**src/core/uchrd_pkg.sv**
```systemverilog
// uchrd_pkg: locations, field positions, masks and reset values of one
// uart channel register bank.
// assumes: imported whole by every module of the channel register bank.
package uchrd_pkg;

  localparam int DATA_W = 8;
  localparam int ADDR_W = 4;

  // register locations, selected by the four low address lines
  localparam logic [3:0] LOC_HOLDING  = 4'h0;
  localparam logic [3:0] LOC_IER_DHI  = 4'h1;
  localparam logic [3:0] LOC_ISR_FCR  = 4'h2;
  localparam logic [3:0] LOC_LCR      = 4'h3;
  localparam logic [3:0] LOC_MCR      = 4'h4;
  localparam logic [3:0] LOC_LSR      = 4'h5;
  localparam logic [3:0] LOC_MSR_TDM  = 4'h6;
  localparam logic [3:0] LOC_SCRATCH  = 4'h7;
  localparam logic [3:0] LOC_FEATURE_CONTROL     = 4'h8;
  localparam logic [3:0] LOC_EFR      = 4'h9;
  localparam logic [3:0] LOC_RSVD_A   = 4'hA;
  localparam logic [3:0] LOC_RSVD_B   = 4'hB;
  localparam logic [3:0] LOC_STOP_ONE = 4'hC;
  localparam int         BANK_BIT     = 3;

  localparam int FLOW_CHAR_COUNT = 4;

  // field positions
  localparam int LCR_DIV_ACCESS_BIT = 7;
  localparam int EFR_ENH_BIT        = 4;
  localparam int FCR_ENABLE_BIT     = 0;
  localparam int FCR_RXRST_BIT      = 1;
  localparam int FCR_TXRST_BIT      = 2;
  localparam int FCR_DMA_BIT        = 3;
  localparam int FCR_TXTRIG_LO      = 4;
  localparam int FCR_RXTRIG_LO      = 6;
  localparam int TDM_NINE_BIT       = 0;
  localparam int TDM_RXDIS_BIT      = 2;
  localparam int TDM_TXDIS_BIT      = 3;
  localparam int TDM_DELAY_LO       = 4;
  localparam int FEATURE_CONTROL_IRINV_BIT     = 4;
  localparam int FEATURE_CONTROL_AUTODIR_BIT   = 5;

  // bits that exist only while the enhanced unlock is set
  localparam logic [7:0] IER_ENH_MASK  = 8'hE0;
  localparam logic [7:0] ISR_ENH_MASK  = 8'h30;
  localparam logic [7:0] FCR_ENH_MASK  = 8'h30;
  localparam logic [7:0] MCR_ENH_MASK  = 8'hEC;
  localparam logic [7:0] TDM_ENH_MASK  = 8'hFF;
  // implemented bits of each register
  localparam logic [7:0] IER_MASK      = 8'hEF;
  localparam logic [7:0] DFRAC_MASK    = 8'h0F;
  localparam logic [7:0] FCR_KEEP_MASK = 8'hF9;
  localparam logic [7:0] TDM_MASK      = 8'hFD;
  localparam logic [7:0] FEATURE_CONTROL_MASK     = 8'h30;
  localparam logic [7:0] ALL_ZERO      = 8'h00;

  // reset values
  localparam logic [7:0] DIV_LOW_RESET   = 8'h01;
  localparam logic [7:0] REG_RESET       = 8'h00;
  localparam logic [7:0] FLOW_CHAR_RESET = 8'h00;

  // hides enhanced-only bits while the unlock is clear
  function automatic logic [7:0] uchrd_gate(input logic [7:0] value,
                                            input logic [7:0] enhMask,
                                            input logic       unlocked);
    uchrd_gate = unlocked ? value : (value & ~enhMask);
  endfunction

endpackage

```
**src/core/uchrd_read_mux.sv**
```systemverilog
// uchrd_read_mux: selects the byte that a host read returns.
// assumes: inputs already carry enhanced gating where the caller owns it.
`timescale 1ns/1ps
module uchrd_read_mux
  import uchrd_pkg::*;
(
  input  wire logic [3:0] regAddr,
  input  wire logic       divAccess,
  input  wire logic       enhUnlock,
  input  wire logic [7:0] rxHoldingByte,
  input  wire logic [7:0] divisorLow,
  input  wire logic [7:0] divisorHigh,
  input  wire logic [7:0] divisorFraction,
  input  wire logic [7:0] interruptEnable,
  input  wire logic [3:0] intSourceIn,
  input  wire logic [1:0] intFlowIn,
  input  wire logic       fifoEnable,
  input  wire logic [7:0] lineControl,
  input  wire logic [7:0] modemControl,
  input  wire logic [7:0] lineStatusIn,
  input  wire logic [3:0] modemLinesIn,
  input  wire logic [3:0] modemDeltaIn,
  input  wire logic [7:0] scratchByte,
  input  wire logic [7:0] featureControl,
  input  wire logic [7:0] enhancedFunction,
  input  wire logic [3:0] flowFlagsIn,
  output logic      [7:0] readValue
);

  logic [7:0] isrValue;

  always_comb begin
    isrValue = uchrd_gate({fifoEnable, fifoEnable, intFlowIn, intSourceIn},
                          ISR_ENH_MASK, enhUnlock);
  end

  always_comb begin
    case (regAddr)
      LOC_HOLDING: readValue = divAccess ? divisorLow : rxHoldingByte;
      LOC_IER_DHI: readValue = divAccess ? divisorHigh : interruptEnable;
      LOC_ISR_FCR: readValue = divAccess ? (divisorFraction & DFRAC_MASK)
                                         : isrValue;
      LOC_LCR:     readValue = lineControl;
      LOC_MCR:     readValue = modemControl;
      LOC_LSR:     readValue = lineStatusIn;
      LOC_MSR_TDM: readValue = {modemLinesIn, modemDeltaIn};
      LOC_SCRATCH: readValue = scratchByte;
      LOC_FEATURE_CONTROL:    readValue = featureControl & FEATURE_CONTROL_MASK;
      LOC_EFR:     readValue = enhancedFunction;
      LOC_STOP_ONE: readValue = {4'h0, flowFlagsIn};
      default:     readValue = ALL_ZERO;
    endcase
  end

endmodule

```
**src/core/uchrd_regs.sv**
```systemverilog
// uchrd_regs: register bank of one uart channel, reached by the host over
// a parallel bus with four address lines, chip select and strobes.
// assumes: strobes and address are synchronous to ref_clk; one channel
// select per instance; datapath status arrives as plain inputs.
`timescale 1ns/1ps
module uchrd_regs
  import uchrd_pkg::*;
(
  input  wire logic       ref_clk,
  input  wire logic       rst_n,
  // host register bus
  input  wire logic       chipSelect,
  input  wire logic [3:0] regAddr,
  input  wire logic       writeStrobe,
  input  wire logic [7:0] writeData,
  input  wire logic       readStrobe,
  output logic      [7:0] readData,
  // status from the channel datapath
  input  wire logic [7:0] rxHoldingByte,
  input  wire logic [3:0] intSourceIn,
  input  wire logic [1:0] intFlowIn,
  input  wire logic [7:0] lineStatusIn,
  input  wire logic [3:0] modemLinesIn,
  input  wire logic [3:0] modemDeltaIn,
  input  wire logic [3:0] flowFlagsIn,
  // access side effects
  output logic      [7:0] transmitHolding,
  output logic            txLoad,
  output logic            rxRead,
  output logic            lineStatusRead,
  output logic            modemStatusRead,
  output logic            flowFlagsRead,
  output logic            txFifoReset,
  output logic            rxFifoReset,
  // configuration to the channel datapath
  output logic      [7:0] divisorLow,
  output logic      [7:0] divisorHigh,
  output logic      [3:0] divisorFraction,
  output logic      [7:0] interruptEnable,
  output logic      [1:0] rxTrigger,
  output logic      [1:0] txTrigger,
  output logic            dmaMode,
  output logic            fifoEnable,
  output logic      [7:0] lineControl,
  output logic      [7:0] modemControl,
  output logic      [3:0] turnaroundDelay,
  output logic            txDisable,
  output logic            rxDisable,
  output logic            nineBitMode,
  output logic            autoDirection,
  output logic            irRxInvert,
  output logic      [7:0] enhancedFunction,
  output logic      [7:0] stopCharOne,
  output logic      [7:0] stopCharTwo,
  output logic      [7:0] startCharOne,
  output logic      [7:0] startCharTwo
);

  logic [7:0] divLow_reg;
  logic [7:0] divHigh_reg;
  logic [7:0] divFrac_reg;
  logic [7:0] ier_reg;
  logic [7:0] fcr_reg;
  logic [7:0] lcr_reg;
  logic [7:0] mcr_reg;
  logic [7:0] tdm_reg;
  logic [7:0] scratch_reg;
  logic [7:0] feature_control_reg;
  logic [7:0] efr_reg;
  logic [7:0] thr_reg;
  logic [7:0] readData_reg;
  logic [7:0] flowChar_reg [FLOW_CHAR_COUNT];
  logic       txLoad_reg;
  logic       rxRead_reg;
  logic       lsrRead_reg;
  logic       msrRead_reg;
  logic       flagsRead_reg;
  logic       txRst_reg;
  logic       rxRst_reg;

  logic       wrAccess;
  logic       rdAccess;
  logic       divAccess;
  logic       enhUnlock;
  logic [7:0] ierView;
  logic [7:0] fcrView;
  logic [7:0] mcrView;
  logic [7:0] tdmView;
  logic [7:0] readValue;

  // true when the address hits the given location, in either view
  function automatic logic uchrd_hit(input logic [3:0] addr,
                                     input logic [3:0] loc);
    uchrd_hit = (addr == loc);
  endfunction

  // true for a location of the plain view, the one seen with divisor access clear
  function automatic logic uchrd_plain_hit(input logic [3:0] addr,
                                           input logic [3:0] loc,
                                           input logic       dacc);
    uchrd_plain_hit = !dacc && uchrd_hit(addr, loc);
  endfunction

  // write wins when both strobes arrive together
  assign wrAccess  = chipSelect && writeStrobe;
  assign rdAccess  = chipSelect && readStrobe && !writeStrobe;
  assign divAccess = lcr_reg[LCR_DIV_ACCESS_BIT];
  assign enhUnlock = efr_reg[EFR_ENH_BIT];

  // enhanced-only fields drop out while the unlock is clear
  assign ierView = uchrd_gate(ier_reg & IER_MASK, IER_ENH_MASK, enhUnlock);
  assign fcrView = uchrd_gate(fcr_reg, FCR_ENH_MASK, enhUnlock);
  assign mcrView = uchrd_gate(mcr_reg, MCR_ENH_MASK, enhUnlock);
  assign tdmView = uchrd_gate(tdm_reg & TDM_MASK, TDM_ENH_MASK, enhUnlock);

  // divisor latches, reachable only with divisor access set
  always_ff @(posedge ref_clk or negedge rst_n) begin
    if (!rst_n) begin
      divLow_reg  <= DIV_LOW_RESET;
      divHigh_reg <= REG_RESET;
      divFrac_reg <= REG_RESET;
    end else if (wrAccess && divAccess) begin
      if (uchrd_hit(regAddr, LOC_HOLDING)) begin
        divLow_reg <= writeData;
      end
      if (uchrd_hit(regAddr, LOC_IER_DHI)) begin
        divHigh_reg <= writeData;
      end
      if (uchrd_hit(regAddr, LOC_ISR_FCR)) begin
        divFrac_reg <= writeData & DFRAC_MASK;
      end
    end
  end

  // transmit holding byte and its load pulse
  always_ff @(posedge ref_clk or negedge rst_n) begin
    if (!rst_n) begin
      thr_reg    <= REG_RESET;
      txLoad_reg <= 1'b0;
    end else begin
      txLoad_reg <= 1'b0;
      if (wrAccess && uchrd_plain_hit(regAddr, LOC_HOLDING, divAccess)) begin
        thr_reg    <= writeData;
        txLoad_reg <= 1'b1;
      end
    end
  end

  // interrupt enable
  always_ff @(posedge ref_clk or negedge rst_n) begin
    if (!rst_n) begin
      ier_reg <= REG_RESET;
    end else if (wrAccess && uchrd_plain_hit(regAddr, LOC_IER_DHI, divAccess)) begin
      ier_reg <= writeData & IER_MASK;
    end
  end

  // fifo control; the two fifo reset bits are pulses, not stored
  always_ff @(posedge ref_clk or negedge rst_n) begin
    if (!rst_n) begin
      fcr_reg   <= REG_RESET;
      txRst_reg <= 1'b0;
      rxRst_reg <= 1'b0;
    end else begin
      txRst_reg <= 1'b0;
      rxRst_reg <= 1'b0;
      if (wrAccess && uchrd_plain_hit(regAddr, LOC_ISR_FCR, divAccess)) begin
        fcr_reg   <= writeData & FCR_KEEP_MASK;
        txRst_reg <= writeData[FCR_TXRST_BIT];
        rxRst_reg <= writeData[FCR_RXRST_BIT];
      end
    end
  end

  // line control, independent of divisor access
  always_ff @(posedge ref_clk or negedge rst_n) begin
    if (!rst_n) begin
      lcr_reg <= REG_RESET;
    end else if (wrAccess && uchrd_hit(regAddr, LOC_LCR)) begin
      lcr_reg <= writeData;
    end
  end

  // modem control
  always_ff @(posedge ref_clk or negedge rst_n) begin
    if (!rst_n) begin
      mcr_reg <= REG_RESET;
    end else if (wrAccess && uchrd_hit(regAddr, LOC_MCR)) begin
      mcr_reg <= writeData;
    end
  end

  // turnaround delay and mode, write side of the modem status location
  always_ff @(posedge ref_clk or negedge rst_n) begin
    if (!rst_n) begin
      tdm_reg <= REG_RESET;
    end else if (wrAccess && enhUnlock && uchrd_hit(regAddr, LOC_MSR_TDM)) begin
      tdm_reg <= writeData & TDM_MASK;
    end
  end

  // scratch byte, read back only
  always_ff @(posedge ref_clk or negedge rst_n) begin
    if (!rst_n) begin
      scratch_reg <= REG_RESET;
    end else if (wrAccess && uchrd_hit(regAddr, LOC_SCRATCH)) begin
      scratch_reg <= writeData;
    end
  end

  // feature control in the upper bank
  always_ff @(posedge ref_clk or negedge rst_n) begin
    if (!rst_n) begin
      feature_control_reg <= REG_RESET;
    end else if (wrAccess && regAddr[BANK_BIT] && uchrd_hit(regAddr, LOC_FEATURE_CONTROL)) begin
      feature_control_reg <= writeData & FEATURE_CONTROL_MASK;
    end
  end

  // enhanced function, holder of the unlock bit
  always_ff @(posedge ref_clk or negedge rst_n) begin
    if (!rst_n) begin
      efr_reg <= REG_RESET;
    end else if (wrAccess && uchrd_hit(regAddr, LOC_EFR)) begin
      efr_reg <= writeData;
    end
  end

  // flow characters at the four top locations; reserved 10 and 11 hold nothing
  for (genvar i = 0; i < FLOW_CHAR_COUNT; i++) begin : gFlowChar
    always_ff @(posedge ref_clk or negedge rst_n) begin
      if (!rst_n) begin
        flowChar_reg[i] <= FLOW_CHAR_RESET;
      end else if (wrAccess && uchrd_hit(regAddr, LOC_STOP_ONE + 4'(i))) begin
        flowChar_reg[i] <= writeData;
      end
    end
  end

  uchrd_read_mux uReadMux (
    .regAddr          (regAddr),
    .divAccess        (divAccess),
    .enhUnlock        (enhUnlock),
    .rxHoldingByte    (rxHoldingByte),
    .divisorLow       (divLow_reg),
    .divisorHigh      (divHigh_reg),
    .divisorFraction  (divFrac_reg),
    .interruptEnable  (ierView),
    .intSourceIn      (intSourceIn),
    .intFlowIn        (intFlowIn),
    .fifoEnable       (fcr_reg[FCR_ENABLE_BIT]),
    .lineControl      (lcr_reg),
    .modemControl     (mcrView),
    .lineStatusIn     (lineStatusIn),
    .modemLinesIn     (modemLinesIn),
    .modemDeltaIn     (modemDeltaIn),
    .scratchByte      (scratch_reg),
    .featureControl   (feature_control_reg),
    .enhancedFunction (efr_reg),
    .flowFlagsIn      (flowFlagsIn),
    .readValue        (readValue)
  );

  // read data register; holds until the next read
  always_ff @(posedge ref_clk or negedge rst_n) begin
    if (!rst_n) begin
      readData_reg <= REG_RESET;
    end else if (rdAccess) begin
      readData_reg <= readValue;
    end
  end

  // receive pop on a plain-view holding read, aligned with readData
  always_ff @(posedge ref_clk or negedge rst_n) begin
    if (!rst_n) begin
      rxRead_reg <= 1'b0;
    end else begin
      rxRead_reg <= rdAccess && uchrd_plain_hit(regAddr, LOC_HOLDING, divAccess);
    end
  end

  // status reads let the datapath clear its flags
  always_ff @(posedge ref_clk or negedge rst_n) begin
    if (!rst_n) begin
      lsrRead_reg   <= 1'b0;
      msrRead_reg   <= 1'b0;
      flagsRead_reg <= 1'b0;
    end else begin
      lsrRead_reg   <= rdAccess && uchrd_hit(regAddr, LOC_LSR);
      msrRead_reg   <= rdAccess && uchrd_hit(regAddr, LOC_MSR_TDM);
      flagsRead_reg <= rdAccess && uchrd_hit(regAddr, LOC_STOP_ONE);
    end
  end

  assign readData        = readData_reg;
  assign transmitHolding = thr_reg;
  assign txLoad          = txLoad_reg;
  assign rxRead          = rxRead_reg;
  assign lineStatusRead  = lsrRead_reg;
  assign modemStatusRead = msrRead_reg;
  assign flowFlagsRead   = flagsRead_reg;
  assign txFifoReset     = txRst_reg;
  assign rxFifoReset     = rxRst_reg;

  assign divisorLow      = divLow_reg;
  assign divisorHigh     = divHigh_reg;
  assign divisorFraction = divFrac_reg[3:0];
  assign interruptEnable = ierView;
  assign rxTrigger       = fcrView[FCR_RXTRIG_LO +: 2];
  assign txTrigger       = fcrView[FCR_TXTRIG_LO +: 2];
  assign dmaMode         = fcrView[FCR_DMA_BIT];
  assign fifoEnable      = fcrView[FCR_ENABLE_BIT];
  assign lineControl     = lcr_reg;
  assign modemControl    = mcrView;
  assign turnaroundDelay = tdmView[TDM_DELAY_LO +: 4];
  assign txDisable       = tdmView[TDM_TXDIS_BIT];
  assign rxDisable       = tdmView[TDM_RXDIS_BIT];
  assign nineBitMode     = tdmView[TDM_NINE_BIT];
  assign autoDirection   = feature_control_reg[FEATURE_CONTROL_AUTODIR_BIT];
  assign irRxInvert      = feature_control_reg[FEATURE_CONTROL_IRINV_BIT];
  assign enhancedFunction = efr_reg;
  assign stopCharOne     = flowChar_reg[0];
  assign stopCharTwo     = flowChar_reg[1];
  assign startCharOne    = flowChar_reg[2];
  assign startCharTwo    = flowChar_reg[3];

endmodule

```
**config.mk**
```make
export PLATFORM = sky130hd
export DESIGN_NAME = uchrd_regs
export DESIGN_NICKNAME = d
export VERILOG_FILES = /design/src/core/uchrd_pkg.sv /design/src/core/uchrd_read_mux.sv /design/src/core/uchrd_regs.sv
export SDC_FILE = /design/constraint.sdc
export NUM_CORES = 1
export LEC_CHECK = 0
export BUFFER_PORTS_ARGS = -buffer_cell sky130_fd_sc_hd__buf_2
export CELL_PAD_IN_SITES_DETAIL_PLACEMENT = 0
export CELL_PAD_IN_SITES_GLOBAL_PLACEMENT = 1
export CORE_ASPECT_RATIO = 0.9
export CORE_UTILIZATION = 29
export DETAILED_ROUTE_END_ITERATION = 7
export PLACE_DENSITY_LB_ADDON = 0.1
export SYNTH_ARGS = -nofsm -noshare
export SYNTH_HDL_FRONTEND = slang
export SYNTH_SLANG_ARGS = --single-unit
```
**constraint.sdc**
```tcl
create_clock -name ref_clk -period 2.31 [get_ports ref_clk]
set_input_delay 0.462 -clock ref_clk [delete_from_list [all_inputs] [get_ports ref_clk]]
set_output_delay 0.462 -clock ref_clk [all_outputs]
set_load 0.05 [all_outputs]
```
# Yosys cells after proc, flatten, opt, wreduce, memory -nomap -nowiden
# Index checks and enable logic that the tools add are counted.
# totals
regBits	129
latchBits	0
ramBits	0
mem_bits_ro	0
out_inout_bits	122
memories	0
# classes
add_sub_neg	0
multipliers	0
div	0
magnitude_cmp	0
n_eq_ne	13
shifts	0
n_mux	12
bitwise_logic	0
n_reduce_logical	32
# op_table
operator	count
$pmux 8 s11	1
$mux 8	6
$logic_and 1x1->1	26
$eq 4x4->1 const B	6
$eq 4x3->1 const B	4
$mux 6	2
$eq 4x2->1 const B	2
$reduce_and 2->1	3
$eq 4x1->1 const B	1
$logic_not 4->1	1
$mux 1	3
$logic_not 1->1	2

# Logic depth before layout (Yosys ltp)
# depth
depth_word	4
depth_mapped	7
mapped_depth_nobuf	4

# Cells and area by module
# Synthesis repeated with hierarchy kept, for this count alone.
# hier_totals
hier_cells	442
area_unflattened_um2	6012.0
# modules_own_cells
module	n_inst	cells_each	area_each_um2	seq_area_each_um2
uchrd_regs	1	336	5113.7	3229.3
uchrd_read_mux	1	106	898.4	0.0

# Worst setup path before layout
# No wires, ideal clock.
# synth_path
path_kind	in2reg
start	input regAddr[3]
end	register thr_reg[0] (netlist: transmitHolding[0])
t_arrival_ns	1.902
t_required_ns	2.185
slack_ns	0.283
cell_stages	5
n_path_buf	2
path_cell_list	buf_2 > or4_4 > buf_6 > nor3_4 > mux2_2
# synth_between
elab_chain_cells	3
# synth_lines
item	line_no	rtl
start: declaration	uchrd_regs.sv:13	input wire logic [3:0] regAddr,
$logic_not 4->1	uchrd_regs.sv:94	uchrd_hit = (addr == loc);
$logic_and 1x1->1	uchrd_regs.sv:101	uchrd_plain_hit = !dacc && uchrd_hit(addr, loc);
$logic_and 1x1->1	uchrd_regs.sv:142	if (wrAccess && uchrd_plain_hit(regAddr, LOC_HOLDING, divAccess)) begin
end signal: assignment	uchrd_regs.sv:143	thr_reg <= writeData;
end: declaration	uchrd_regs.sv:70	logic [7:0] thr_reg;
# No other way between the ends.
# A chain may end at the register's enable or synchronous reset.

# Worst setup path after layout
# layout_path
start	register efr_reg[4] (netlist: enhancedFunction[4])
end	output interruptEnable[5]
# layout_between
elab_chain_cells	1
# layout_lines
item	line_no	rtl
start: declaration	uchrd_regs.sv:69	logic [7:0] efr_reg;
start signal: assignment	uchrd_regs.sv:225	efr_reg <= writeData;
$mux 8	uchrd_pkg.sv:66	uchrd_gate = unlocked ? value : (value & ~enhMask);
end: declaration	uchrd_regs.sv:39	output logic [7:0] interruptEnable,
# No other way between the ends.

==> results.sh <==
export IMPL_status="finished, final reports clean"
export IMPL_final_skew_ns=0.01269
export IMPL_route_detailed_drc=0
export IMPL_synth_sequential_area_ratio=0.5231
export IMPL_timing_hold_worst_start="intFlowIn[1]"
export IMPL_grt_setup_unrepaired="false"
export IMPL_synth_ff_type="dfrtp_1"
export IMPL_reg2regPathDepth=5
export IMPL_die_x_um=155.8
export IMPL_core_rows=50
export IMPL_netlist_cell_type_count=60
export IMPL_transition_at_the_pin_with_the_smallest_max_transition_slack_ns=0.5795
export IMPL_synth_area_mux_share=0.2430
export IMPL_ctsHtreeMaxLevel=4
export IMPL_pin_count=173
export IMPL_min_path_cells=3
export IMPL_maxCapViolCount=0
export IMPL_static_leakage_power_nw=3.916
export IMPL_cts_tree="built"
export IMPL_routed_via_density=4.892
export IMPL_groute_usage_overall=0.2103
export IMPL_cts_root_buffer="clkbuf_16"
export IMPL_worst_setup_path_end_kind="output pin"
export IMPL_synthesis_instances=487
export IMPL_mappedNetlistNets=538
export IMPL_global_route_wire_length_before_repair_um=33330
export IMPL_synth_top_family_by_area="multiplexers"
export IMPL_met2_length_um=10210
export IMPL_core_area_um2=20830
export IMPL_vias=4750
export IMPL_worst_case_register_to_register_setup_slack_ns=0.50
export IMPL_yosys_warnings=0
export IMPL_slew_violations=0
export IMPL_dr_wl_met3_um=973
export IMPL_bufs_on_longest_clock_path=2
export IMPL_post_route_cells_drive_above_1_share=0.5562
export IMPL_count_of_flip_flops_with_a_built_in_enable_after_synthesis=0
export IMPL_finalHoldViolations=0
export IMPL_final_cell_mix="170 x buf_2, 128 x dfrtp_1, 119 x mux2_2, 39 x buf_4, 19 x and2_1"
export IMPL_initial_core_util=0.2963
export IMPL_setup_ws_ns=0.2095
export IMPL_clk_latency_ns=0.42
export IMPL_top_layer_used="met4"
export IMPL_area_growth_syn_to_layout_pct=30.97
export IMPL_grt_pass1_vias=5089
export IMPL_r2r_start="lineControl[7]$_DFFE_PN0P_"
export IMPL_floorplan_die_area_um2=21880
export IMPL_simple_logic_cell_fraction_of_the_synthesized_area=0.1161
export IMPL_routedLengthMet1_um=10330
export IMPL_final_period_utilization=0.9093
export IMPL_post_cts_buffers=0
export IMPL_timing_critical_path_max_delay_family="buffers and inverters"
export IMPL_cts_resized=0
export IMPL_routabilityCongestion=0.8355
export IMPL_tritoncts_num_buffers=17
export IMPL_final_setup_tns_ns=0
export IMPL_crit_path_max_incr_delay_ns=0.45
export IMPL_critical_path_class="reg2out"
export IMPL_post_drt_wl_per_cell_um=22.40
export IMPL_diodes=0
export IMPL_place_hpwl_um=15820
export IMPL_path_cells="buf_4 -> and2_1 -> buf_2"
export IMPL_cp_data_arrival_time_ns=1.64
export IMPL_setup_worst_path_start_class="flop"
export IMPL_required_ns=1.85
export IMPL_route_antenna_remaining_nets=0
export IMPL_port_buffer_count=171
export IMPL_syn_cell_area_um2=6173
export IMPL_hold_path_end="readData[5]$_DFFE_PN0P_"
export IMPL_finalNetCount=723
export IMPL_worst_ir_drop_vdd_v=0.0004138
export IMPL_clock_sink_count=129
export IMPL_reg2reg_to="readData[3]$_DFFE_PN0P_"
export IMPL_holdCritPathClass="in2reg"
export IMPL_crit_slowest_cell="dfrtp_1"
export IMPL_yosys_register_bits=129
export IMPL_synth_avg_cell_area_um2=12.68
export IMPL_path_clk_slew_ns=0.06
export IMPL_adder_and_majority_cell_fraction_of_the_synthesized_area=0
export IMPL_synthXorXnorAreaFrac=0
export IMPL_drt_pass1_iter_count=4
export IMPL_layout_cells_most_common="buf_2"
export IMPL_grt_overflow=0
export IMPL_fmax_mhz=476.1
export IMPL_critical_path_max_fanout=21
export IMPL_synth_async_reset_ratio=1.000
export IMPL_power_per_cell_area_nw_per_um2=958.6
export IMPL_detailedRoute_firstIterationViolations=217
export IMPL_synth_compound_gate_area_share=0.07377
export IMPL_wire_length_after_detailed_routing_um=21760
export IMPL_report_final_setup_viol=0
export IMPL_min_period_ns=2.101
export IMPL_slew_headroom=0.6083
export IMPL_grt_max_degree=46
export IMPL_critPathBufInv=2
export IMPL_grt_antenna_before_repair=0
export IMPL_chipHeight_um=140.4
export IMPL_pre_cts_ws_ns=0.06814
layer usage:
layer / track usage / up-vias
met5: 0 / -
met4: 0.05728 / 0
met3: 0.03868 / 13
met2: 0.3266 / 142
met1: 0.2987 / 2432
li1: - / 2163
per-stage QoR:
step	utilization	power (mW)	area, um^2	instances	hold slack, ns
after floorplan	-	4.537	6173	487	0.1664
after global placement	0.3605	5.181	7510	938	0.4318
after detailed placement	0.3605	5.214	7510	938	0.4380
after CTS	0.3881	7.843	8085	971	0.3380
after global routing	0.3881	8.094	8085	971	0.3703
final	0.3881	7.750	8085	971	0.3474
cell type report:
cell class	count	area (um^2)
clock buffers	20	456.7
inverters	3	11.26
multi-input cells	306	2676
clock inverters	12	108.9
repair buffers	215	1245
fillers	2086	12750
well taps	286	357.8
flip-flops and latches	129	3229
cells in the mapped netlist, types with 6 or more instances:
cell | n | share of area
nor2_1 | 9 | 0.0055
nor3_1 | 6 | 0.0049
nand3b_1 | 12 | 0.015
nor2b_1 | 6 | 0.0061
nand3_1 | 8 | 0.0065
dfrtp_1 | 128 | 0.52
nand2b_1 | 7 | 0.0071
and2_1 | 19 | 0.019
nand2_1 | 12 | 0.0073
mux2_2 | 119 | 0.22
buf_4 | 12 | 0.015
clkbuf_1 | 21 | 0.013
mux2i_1 | 16 | 0.026
a21oi_1 | 12 | 0.0097
buf_2 | 9 | 0.0073
worst max path at each step:
stage	depth (start not counted)	slack, ns	from	endpoint
finish	3	0.21	enhancedFunction[4]$_DFFE_PN0P_	interruptEnable[5]
global route	3	0.12	enhancedFunction[4]$_DFFE_PN0P_	interruptEnable[5]
CTS	3	0.18	enhancedFunction[4]$_DFFE_PN0P_	interruptEnable[5]
detailed placement	4	0.07	regAddr[0]	fcr_reg[6]$_DFFE_PN0P_
global placement	4	0.13	regAddr[0]	fcr_reg[5]$_DFFE_PN0P_
floorplan	5	0.28	regAddr[3]	transmitHolding[0]$_DFFE_PN0P_
cell families after synthesis:
logic type,count (synthesis)
multiplexers,135
buffers and inverters,52
flip-flops,129
AND/OR/NAND/NOR,109
other,1
AO/OA/AOI/OAI,61
timing repair:
| action | CTS | global route |
|---|---|---|
| endpoints found under the hold margin | 27 | 0 |
| hold buffers | 1 | 0 |
| setup endpoints to repair | 0 | 0 |
where the power goes:
part | total, mW | switching [mW] | internal (mW)
logic | 2.30 | 1.65 | 0.657
clock network | 2.60 | 1.06 | 1.54
registers | 2.85 | 0.243 | 2.61
worst min-delay path, cell delays in order:
cell     delay [ns]
buf_2          0.11
nand3_1        0.08
a31oi_1        0.07
Power figures use the tool's default switching activity.
